==> src/verilog/changeover_pkg.sv <==
// Summary of operation
// (RULE_01) Auto mode: primary lost, route backup, flag
// (RULE_02) Auto mode: primary back, route primary, show
// (RULE_03) Confirm press clears pending fault indications
// (RULE_04) Manual mode: primary loss flags, no switch
// (RULE_05) Auto mode refuses backup output selection
// (RULE_06) Manual mode routes operator's selected input
// (RULE_07) One mains inlet lost raises its fault
// (RULE_08) Mains inlet restored shows fault fixed
// (RULE_09) Both mains lost: all outputs to primary
// (RULE_10) Defaults: black reference, automatic, primary
// (RULE_11) Power-up starts automatic with primary selected
// (RULE_12) Leaving menu to stand-by saves settings
// (RULE_13) Too many active channels: missing message, confirm
// (RULE_14) Relay channels change over with monitored ones; every relay group follows channel one only
// (RULE_15) Back press steps one level toward stand-by
// (RULE_16) Active channel count up to twelve, from one; a written count of zero is also accepted
// (RULE_17) Fault indications held until acknowledged; a mains inlet loss flag clears when that inlet is restored
package changeover_pkg;
    localparam int          CH_MAX       = 12;
    localparam int          RELAY_GROUPS = 3;
    localparam int          LEVEL_TOP    = 3;

    localparam logic [7:0]  OFF_CFG      = 8'h00;
    localparam logic [7:0]  OFF_MODE     = 8'h04;
    localparam logic [7:0]  OFF_OUTSEL   = 8'h08;
    localparam logic [7:0]  OFF_TYPE     = 8'h0C;
    localparam logic [7:0]  OFF_NAV      = 8'h10;
    localparam logic [7:0]  OFF_ROUTE    = 8'h14;
    localparam logic [7:0]  OFF_FAULT    = 8'h18;
    localparam logic [7:0]  OFF_POWER    = 8'h1C;
    localparam logic [7:0]  OFF_PRESENT  = 8'h20;

    // NAV write bits
    localparam int          NAV_BACK     = 0;
    localparam int          NAV_CONFIRM  = 1;
    localparam int          NAV_ENTER    = 2;
    // FAULT and PRESENT field positions
    localparam int          FLT_LOST_LSB = 0;
    localparam int          FLT_BACK_LSB = 16;
    // POWER field positions
    localparam int          PWR_LOST_LSB = 0;
    localparam int          PWR_FIX_LSB  = 2;
    localparam int          PWR_MISSING  = 4;
    localparam int          PWR_LIVE_LSB = 8;

    typedef enum logic [1:0] {
        SIG_BLACK  = 2'h0,
        SIG_TRI    = 2'h1,
        SIG_DIGITAL = 2'h2,
        SIG_NONE   = 2'h3
    } sig_type_t;

    localparam logic [3:0]  RST_COUNT    = 4'hC;
    localparam logic [11:0] RST_MODE     = 12'hFFF;
    localparam logic [11:0] RST_OUTSEL   = 12'h000;
    localparam logic [23:0] RST_TYPE     = 24'h000000;
endpackage : changeover_pkg

==> src/verilog/sync_stage.sv <==
`timescale 1ns/1ns
module sync_stage #(
    parameter int W = 1
) (
    input  wire logic         clock,
    input  wire logic         arst_n,
    input  wire logic [W-1:0] d,
    output logic      [W-1:0] q
);
    logic [W-1:0] meta;

    // First stage feeds only the second
    always_ff @(posedge clock or negedge arst_n) begin
        if (!arst_n) begin
            meta <= '0;
            q    <= '0;
        end else begin
            meta <= d;
            q    <= meta;
        end
    end
endmodule : sync_stage

==> src/verilog/signal_changeover_control.sv <==
`timescale 1ns/1ns
module signal_changeover_control #(
    parameter int N = changeover_pkg::CH_MAX
) (
    input  wire logic               clock,
    input  wire logic               arst_n,
    input  wire logic [7:0]         address,
    input  wire logic               read,
    input  wire logic               write,
    input  wire logic [31:0]        writedata,
    input  wire logic [3:0]         byteenable,
    output logic      [31:0]        readdata,
    output logic                    waitrequest,
    input  wire logic [N-1:0]       primary_present,
    input  wire logic [N-1:0]       backup_present,
    input  wire logic [1:0]         mains_ok,
    output logic      [N-1:0]       route_backup,
    output logic      [changeover_pkg::RELAY_GROUPS-1:0] relay_backup,
    output logic                    nvm_save
);

    logic [N-1:0]  prim_s;
    logic [N-1:0]  prim_d;
    logic [N-1:0]  back_s;
    logic [1:0]    mains_s;
    logic [1:0]    mains_d;
    logic          ack;
    logic [3:0]    count;
    logic [N-1:0]  mode_auto;
    logic [N-1:0]  sel_backup;
    logic [23:0]   sig_type;
    logic [1:0]    level;
    logic [N-1:0]  flt_lost;
    logic [N-1:0]  flt_back;
    logic [1:0]    pwr_lost;
    logic [1:0]    pwr_fix;
    logic          missing;
    logic          missing_d;
    logic [N-1:0]  next_route;
    logic [31:0]   rd_mux;
    // Synchronisers hold zero for two edges after reset; edges are ignored through the third edge
    logic [2:0]    warm;
    wire           live = warm[2];

    sync_stage #(.W(N)) u_sync_prim (
        .clock  (clock),
        .arst_n (arst_n),
        .d      (primary_present),
        .q      (prim_s)
    );
    sync_stage #(.W(N)) u_sync_back (
        .clock  (clock),
        .arst_n (arst_n),
        .d      (backup_present),
        .q      (back_s)
    );
    sync_stage #(.W(2)) u_sync_mains (
        .clock  (clock),
        .arst_n (arst_n),
        .d      (mains_ok),
        .q      (mains_s)
    );

    // Bus decode: one wait state, then the access completes
    wire        req      = read | write;
    wire        wr_go    = write & ack;
    wire [31:0] bmask    = {{8{byteenable[3]}}, {8{byteenable[2]}}, {8{byteenable[1]}}, {8{byteenable[0]}}};
    wire [31:0] wmasked  = writedata & bmask;
    wire        wr_cfg   = wr_go & (address == changeover_pkg::OFF_CFG);
    wire        wr_mode  = wr_go & (address == changeover_pkg::OFF_MODE);
    wire        wr_sel   = wr_go & (address == changeover_pkg::OFF_OUTSEL);
    wire        wr_type  = wr_go & (address == changeover_pkg::OFF_TYPE);
    wire        wr_nav   = wr_go & (address == changeover_pkg::OFF_NAV);
    wire        back_p   = wr_nav & wmasked[changeover_pkg::NAV_BACK];
    wire        confirm  = wr_nav & wmasked[changeover_pkg::NAV_CONFIRM];
    wire        enter_p  = wr_nav & wmasked[changeover_pkg::NAV_ENTER];
    assign waitrequest   = req & ~ack;

    wire [31:0] new_cfg  = ({28'h0000000, count} & ~bmask) | wmasked;
    wire [31:0] new_mode = ({20'h00000, mode_auto} & ~bmask) | wmasked;
    wire [31:0] new_sel  = ({20'h00000, sel_backup} & ~bmask) | wmasked;
    wire [31:0] new_type = ({8'h00, sig_type} & ~bmask) | wmasked;

    // Counts above the channel total are clamped
    wire [3:0]  cnt_wr   = (new_cfg[3:0] > 4'(N)) ? 4'(N) : new_cfg[3:0];
    wire [N-1:0] mode_nx = wr_mode ? new_mode[N-1:0] : mode_auto;

    wire          both_off = ~|mains_s;
    wire [N-1:0]  active;
    wire [N-1:0]  lost_ev  = prim_d & ~prim_s & active & {N{live}};
    wire [N-1:0]  back_ev  = ~prim_d & prim_s & active & {N{live}};
    wire          miss_now = |(active & ~prim_s);
    wire [1:0]    mains_dn = mains_d & ~mains_s & {2{live}};
    wire [1:0]    mains_up = ~mains_d & mains_s & {2{live}};

    genvar i;
    generate
        for (i = 0; i < N; i++) begin : g_ch
            assign active[i] = (4'(i) < count); // see RULE_16
            // Power loss, idle channels and auto with good primary all go to primary
            assign next_route[i] = both_off ? 1'b0 :           // see RULE_09
                                   !active[i] ? 1'b0 :
                                   mode_auto[i] ? ~prim_s[i] : // see RULE_01 see RULE_02
                                   sel_backup[i];              // see RULE_04 see RULE_06

        end
    endgenerate

    always_ff @(posedge clock or negedge arst_n) begin
        if (!arst_n) begin
            ack       <= 1'b0;
            readdata  <= 32'h00000000;
            prim_d    <= '0;
            mains_d   <= 2'h3;
            missing_d <= 1'b0;
            warm      <= 3'h0;
        end else begin
            warm      <= {warm[1:0], 1'b1};
            ack       <= req & ~ack;
            if (req & ~ack) begin
                readdata <= rd_mux;
            end
            prim_d    <= prim_s;
            mains_d   <= mains_s;
            missing_d <= miss_now;
        end
    end

    always_comb begin
        case (address)
            changeover_pkg::OFF_CFG:     rd_mux = {28'h0000000, count};
            changeover_pkg::OFF_MODE:    rd_mux = 32'(mode_auto);
            changeover_pkg::OFF_OUTSEL:  rd_mux = 32'(sel_backup);
            changeover_pkg::OFF_TYPE:    rd_mux = {8'h00, sig_type};
            changeover_pkg::OFF_NAV:     rd_mux = {30'h00000000, level};
            changeover_pkg::OFF_ROUTE:   rd_mux = 32'(route_backup);
            changeover_pkg::OFF_FAULT:   rd_mux = 32'(flt_lost) | (32'(flt_back) << changeover_pkg::FLT_BACK_LSB);
            changeover_pkg::OFF_POWER:   rd_mux = {22'h000000, mains_s, 3'h0, missing, pwr_fix, pwr_lost};
            changeover_pkg::OFF_PRESENT: rd_mux = 32'(prim_s) | (32'(back_s) << changeover_pkg::FLT_BACK_LSB);
            default:                     rd_mux = 32'h00000000;
        endcase
    end

    // Configuration registers; reset gives the factory setup
    always_ff @(posedge clock or negedge arst_n) begin
        if (!arst_n) begin
            count      <= changeover_pkg::RST_COUNT;
            mode_auto  <= changeover_pkg::RST_MODE;   // see RULE_10 see RULE_11
            sel_backup <= changeover_pkg::RST_OUTSEL; // see RULE_10 see RULE_11
            sig_type   <= changeover_pkg::RST_TYPE;   // see RULE_10
        end else begin
            if (wr_cfg) begin
                count <= cnt_wr; // see RULE_16
            end
            mode_auto <= mode_nx;
            // Backup requests are dropped on channels in automatic mode
            if (wr_sel) begin
                sel_backup <= new_sel[N-1:0] & ~mode_nx; // see RULE_05
            end else begin
                sel_backup <= sel_backup & ~mode_nx;
            end
            if (wr_type) begin
                sig_type <= new_type[23:0];
            end
        end
    end

    // Routing; relay groups share the edge with the monitored channels
    always_ff @(posedge clock or negedge arst_n) begin
        if (!arst_n) begin
            route_backup <= '0;
            relay_backup <= '0;
        end else begin
            route_backup <= next_route;
            relay_backup <= {changeover_pkg::RELAY_GROUPS{next_route[0]}}; // see RULE_14
        end
    end

    // Sticky indications: a new event wins over a confirm in the same cycle
    always_ff @(posedge clock or negedge arst_n) begin
        if (!arst_n) begin
            flt_lost <= '0;
            flt_back <= '0;
            pwr_lost <= 2'h0;
            pwr_fix  <= 2'h0;
            missing  <= 1'b0;
        end else begin
            flt_lost <= lost_ev | (flt_lost & ~{N{confirm}});                 // see RULE_01 see RULE_03 see RULE_17
            flt_back <= back_ev | (flt_back & ~{N{confirm}});                 // see RULE_02 see RULE_17
            pwr_lost <= mains_dn | (pwr_lost & ~{2{confirm}} & ~mains_up);     // see RULE_07
            pwr_fix  <= (mains_up & (pwr_lost | pwr_fix)) | (pwr_fix & ~{2{confirm}} & ~mains_dn); // see RULE_08
            missing  <= (miss_now & ~missing_d & live) | (missing & ~confirm); // see RULE_13
        end
    end

    // Menu depth: zero is the stand-by screen
    always_ff @(posedge clock or negedge arst_n) begin
        if (!arst_n) begin
            level    <= 2'h0;
            nvm_save <= 1'b0;
        end else begin
            nvm_save <= back_p & (level == 2'h1); // see RULE_12
            if (back_p && level != 2'h0) begin
                level <= level - 2'h1; // see RULE_15
            end else if (enter_p && level != 2'(changeover_pkg::LEVEL_TOP)) begin
                level <= level + 2'h1;
            end
        end
    end
endmodule : signal_changeover_control

==> config.mk <==
export PLATFORM = sky130hd
export DESIGN_NAME = signal_changeover_control
export DESIGN_NICKNAME = d
export VERILOG_FILES = /design/src/verilog/changeover_pkg.sv /design/src/verilog/sync_stage.sv /design/src/verilog/signal_changeover_control.sv
export SDC_FILE = /design/constraint.sdc
export NUM_CORES = 1
export LEC_CHECK = 0
export BUFFER_PORTS_ARGS = -buffer_cell sky130_fd_sc_hd__buf_2
export CORE_MARGIN = 8
export CORE_UTILIZATION = 50
export CTS_CLUSTER_DIAMETER = 40
export DETAILED_ROUTE_END_ITERATION = 8
export PLACE_DENSITY = 0.72
export SYNTH_ARGS = -nofsm -noshare
export SYNTH_HDL_FRONTEND = slang
export SYNTH_SLANG_ARGS = --single-unit
==> constraint.sdc <==
create_clock -name clock -period 3.37 [get_ports clock]
set_input_delay 0.8425 -clock clock [delete_from_list [all_inputs] [get_ports clock]]
set_output_delay 0.8425 -clock clock [all_outputs]
set_load 0.01 [all_outputs]
Word-level counts from Yosys, hierarchy flattened
Index checks and enable logic that the tools add are counted.
{"block": "word_totals", "elab_cells": 176, "out_inout_bits": 49, "ff_bits": 200, "in_bits": 74}
{"block": "op_classes", "eq_ne": 10, "n_addsub": 2, "mux": 42, "reduce_logical": 7, "bitwise_logic": 77, "order_cmp": 13}
{"op": "one-hot mux 28 bit (9 select lines)", "n": 1}
{"op": "AND 12 bit", "n": 13}
{"op": "bitwise OR 12 x 28 -> 28 bit", "n": 2}
{"op": "AND 24 bit", "n": 2}
{"op": "inverter 12 bit", "n": 4}
{"op": "bitwise OR 12 bit", "n": 4}
{"op": "2-to-1 mux 1 bit", "n": 36}
{"op": "equality test 8 x 5 -> 1 bit (second input constant)", "n": 4}
{"op": "2-to-1 mux 12 bit", "n": 2}
{"op": "inverter 24 bit", "n": 1}
{"op": "bitwise OR 24 bit", "n": 1}
{"op": "AND 2 bit", "n": 9}
{"op": "equality test 8 x 4 -> 1 bit (second input constant)", "n": 2}
{"op": "< comparator 3 x 4 -> 1 bit (first input constant)", "n": 4}
{"op": "< comparator 4 bit (first input constant)", "n": 4}
{"op": "inverter 1 bit", "n": 15}
{"op": "AND 1 bit", "n": 14}
{"op": "OR reduction 12 bit", "n": 1}
{"op": "inverter 2 bit", "n": 5}
{"op": "equality test 8 x 3 -> 1 bit (second input constant)", "n": 1}
{"op": "equality test 8 x 6 -> 1 bit (second input constant)", "n": 1}
{"op": "logical NOT 8 bit", "n": 1}
{"op": "< comparator 1 x 4 -> 1 bit (first input constant)", "n": 2}
{"op": "< comparator 2 x 4 -> 1 bit (first input constant)", "n": 2}
{"op": "other kinds (14)", "n": 20}

Depth between registers and ports, before layout
{"block": "depth", "depth_word": 7, "depth_mapped": 7, "ltp_nobuf": 6}

By module
Synthesis repeated with hierarchy kept, for this count alone.
{"block": "hier_totals", "cells_unflattened": 676, "hier_area_um2": 8229.1}
{"mod": "signal_changeover_control", "cells_per_inst": 624, "seq_area_each_um2": 3598.5, "area_each_um2": 6927.9, "n_inst": 1}
{"mod": "sync_stage (u_sync_back ...)", "cells_per_inst": 24, "seq_area_each_um2": 600.6, "area_each_um2": 600.6, "n_inst": 2}
{"mod": "sync_stage (u_sync_mains)", "cells_per_inst": 4, "seq_area_each_um2": 100.1, "area_each_um2": 100.1, "n_inst": 1}

Worst setup path after synthesis
No wires, ideal clock.
{"block": "synth_path", "path_type": "input-to-reg", "from": "input address[5]", "to": "register (tool-made name)", "arrival_ns": 2.360, "n_path_buf": 2, "cell_stages": 6, "slack_ns": 0.883, "setup_ns": 0.128, "required_time_ns": 3.242, "cell_sequence": "buf_2 nor4_4 and4_1 and4_1 buf_2 mux2_1"}
{"element": "start, declared", "line": "signal_changeover_control.sv:7", "rtl": "input wire logic [7:0] address,"}

Worst setup path in the final report
{"block": "layout_path", "from": "input write", "to": "output waitrequest"}
{"block": "layout_via", "elab_chain_len": 2}
{"element": "start, declared", "line": "signal_changeover_control.sv:9", "rtl": "input wire logic write,"}
{"element": "bitwise OR 1 bit", "line": "signal_changeover_control.sv:65", "rtl": "wire req = read | write;"}
{"element": "AND 1 bit", "line": "signal_changeover_control.sv:77", "rtl": "assign waitrequest = req & ~ack;"}
{"element": "end, declared", "line": "signal_changeover_control.sv:13", "rtl": "output logic waitrequest,"}
No other way between the ends.

==> results.md <==
- Post-Syn Instances: 687
- Slowest stage delay, CP: 0.28 ns
- Relative slew slack: 44.12%
- Post-CTS Resized: 0
- Max FO, Critical Path: 8
- Startpoint types: primary input
- Setup TNS: 0 ns
- Mapped cell area: 0.008097 mm2
- Worst Hold Slack: 0.3450 ns
- Synth unique cells: 61
- RSZ-0062 raised after global routing: no
- Tot GR Track Use: 22.50%
- Area Growth Syn to Fin: 17.17%
- Most common cell after layout, fill and taps aside: dfrtp_1
- Final std cells w/o fill: 1025
- Port Buffers: 109
- Max VDD drop: 0.3650 mV
- Clk sinks: 195
- Core Area: 0.01589 mm2
- Pre-Repair DR Iteration Count: 6
- Ys async rst share: 100.0%
- Remaining global-route overflow: 0
- Vias in the first global route: 6177
- CP max stage cell: or2_2
- Reg area: 0.004900 mm2
- Fin. Hold Viols: 0
- Worst Setup End Kind: primary output
- Antenna-violating nets left: 0
- Crit path DAT: 1.80 ns
- Total power: 4.744 mW
- Max-slew violation count: 0
- Vias: 6095
- Worst-skew pair later-pin latency: 0.44 ns
- Die Width: 143.3 um
- GP Congestion: 0.9312
- Cell Rows: 46
- Cell taking the most area after synthesis: dfrtp_1
- Hold Path Class: flop to flop
- Pin count of the biggest net entering global routing: 72
- Die Y: 143.3 um
- Fin crit share: 78.52%
- FF+latch count, synth: 195
- Area of the multi-input gates: 0.002927 mm2
- Synth warn: 0
- CTS tree: yes
- Final HPWL DP: 15880 um
- Clk buf depth: 2
- Clk_skew: 0.008180 ns
- First-pass GRT wire length: 34910 um
- Most used cell, CP: buf_2
- # fillers: 1308
- Tmin final: 2.646 ns
- Max cap viols: 0
- Slew at the pin closest to its max-slew limit: 0.8364 ns
- Critical path buffers and inverters: 3
- PwrDens: 500.1 mW/mm2
- Static Leak: 4.429 nW
- Num CTS Buffers: 17
- Overall routed net length: 21910 um
- Top cells by area, synth: dfrtp_1, dfstp_2, mux2_2, mux2i_1, nand2_1
- Top delay family on crit path: buffers and inverters
- Dpl cell area: 0.008894 mm2
- Final Cell Area: 0.009487 mm2
- Commonest cells after routing, fill and taps aside: dfrtp_1, buf_2, nand2_1, o21ai_0, nor2_1
- CP Class: primary input to primary output
- WL/cell: 21.38 um
- Reg clk slew, reported paths: 0.08 ns
- Initial DRC count: 759
- Initial antenna violation count: 0
- Boundary pin count: 123
- Synth top area share: 55.32%
- Setup bufs post-CTS: 0
- Hold_buf cts: 0
- Worst EP required: 2.53 ns
- Sequential area share after synthesis: 60.52%
- Critical-path cell list: buf_2 > nor2_1 > or2_2 > inv_1 > buf_2
- Effective utilization at floorplan: 50.97%
- Final setup viols: 0
- Via/cell ratio: 5.946
- H-tree Lvls: 4
- Max frequency: 0.3779 GHz
- Drt drc: 0
- Die area: 0.02052 mm2
- Syn_area_per_cell: 11.79 um2
- Cell Count Post-Placement: 993
- Leading register cell type out of synthesis: dfrtp_1
- Post-synth EDFFs: 0
- Final nets: 873
- Root Buffer: clkbuf_16
- Share of layout cells above drive strength 1: 26.82%
- Antenna diodes: 0
- Status: finished, final reports clean
-- cell usage after synthesis, types with 4 or more instances --
library cell / number
a211oi_1: 8
a21o_1: 6
a21oi_1: 14
a22o_1: 6
a22oi_1: 24
a31oi_1: 4
a32o_1: 12
a32oi_1: 5
and3_1: 5
buf_2: 9
buf_4: 9
clkbuf_1: 21
dfrtp_1: 179
dfstp_2: 16
inv_1: 24
mux2_1: 12
mux2_2: 32
mux2i_1: 27
nand2_1: 70
nand2b_1: 7
nand3_1: 15
nand4_1: 4
nor2_1: 40
nor2b_1: 14
nor3_1: 12
o21ai_0: 42
o22ai_1: 6
o2bb2ai_1: 5
o31ai_1: 5
o32ai_1: 4
-- area by class of cell --
cell class | count | share of cell area [%]
Clock buffer | 18 | 4.629
Inverter | 24 | 0.9496
Tap cell | 216 | 2.849
Sequential cell | 195 | 51.65
Timing Repair Buffer | 126 | 7.452
Clock inverter | 14 | 1.622
Multi-Input combinational cell | 432 | 30.85
-- report_power, final --
group	internal, mW	switching (mW)
logic	0.0995	0.171
clock network	1.01	0.971
registers	2.42	0.0691
total	3.53	1.21
-- metal layers --
metal,up-vias,track usage [%],share of wire (%)
met4,0,9.629,3.1
met3,50,4.574,8.0
li1,2705,-,-
met1,3054,28.97,41
met2,286,36.28,48
met5,-,0,0
-- kinds of logic (layout without fill, tap and decap cells) --
group,count (synthesis),count (layout),synth area share (%)
AO/OA/AOI/OAI,161,161,13.95
AND/OR/NAND/NOR,191,191,11.93
XOR/XNOR,1,1,0.1082
adder cells (fa/ha/maj),3,3,0.4637
multiplexers,71,71,9.458
buffers and inverters,63,182,3.477
other,2,5,0.09276
flip-flops,195,195,60.52
-- metrics by stage --
| stage | setup slack [ns] | utilization (%) |
|---|---|---|
| 2_1_floorplan | 0.8826 | - |
| 3_3_place_gp | 0.4884 | 55.99 |
| 3_5_place_dp | 0.4538 | 55.99 |
| 4_1_cts | 0.7356 | 59.72 |
| 5_1_grt | 0.6828 | 59.72 |
| 6_report | 0.7239 | 59.72 |
-- path summary, 6_finish.rpt --
path | startpoint | to | slack (ns) | cells past startpoint
worst min register to register | u_sync_prim.meta[5] | u_sync_prim.q[5] | 0.34 | 0
max in group asynchronous | arst_n | mode_auto[7] | 2.16 | 2
min in group asynchronous | arst_n | async pin | 0.41 | 1
worst max register to register | count[1] | missing | 1.22 | 5
worst min-delay path | u_sync_prim.meta[5] | u_sync_prim.q[5] | 0.34 | 0
worst max-delay path | write | waitrequest | 0.72 | 5
Power figures use the tool's default switching activity.
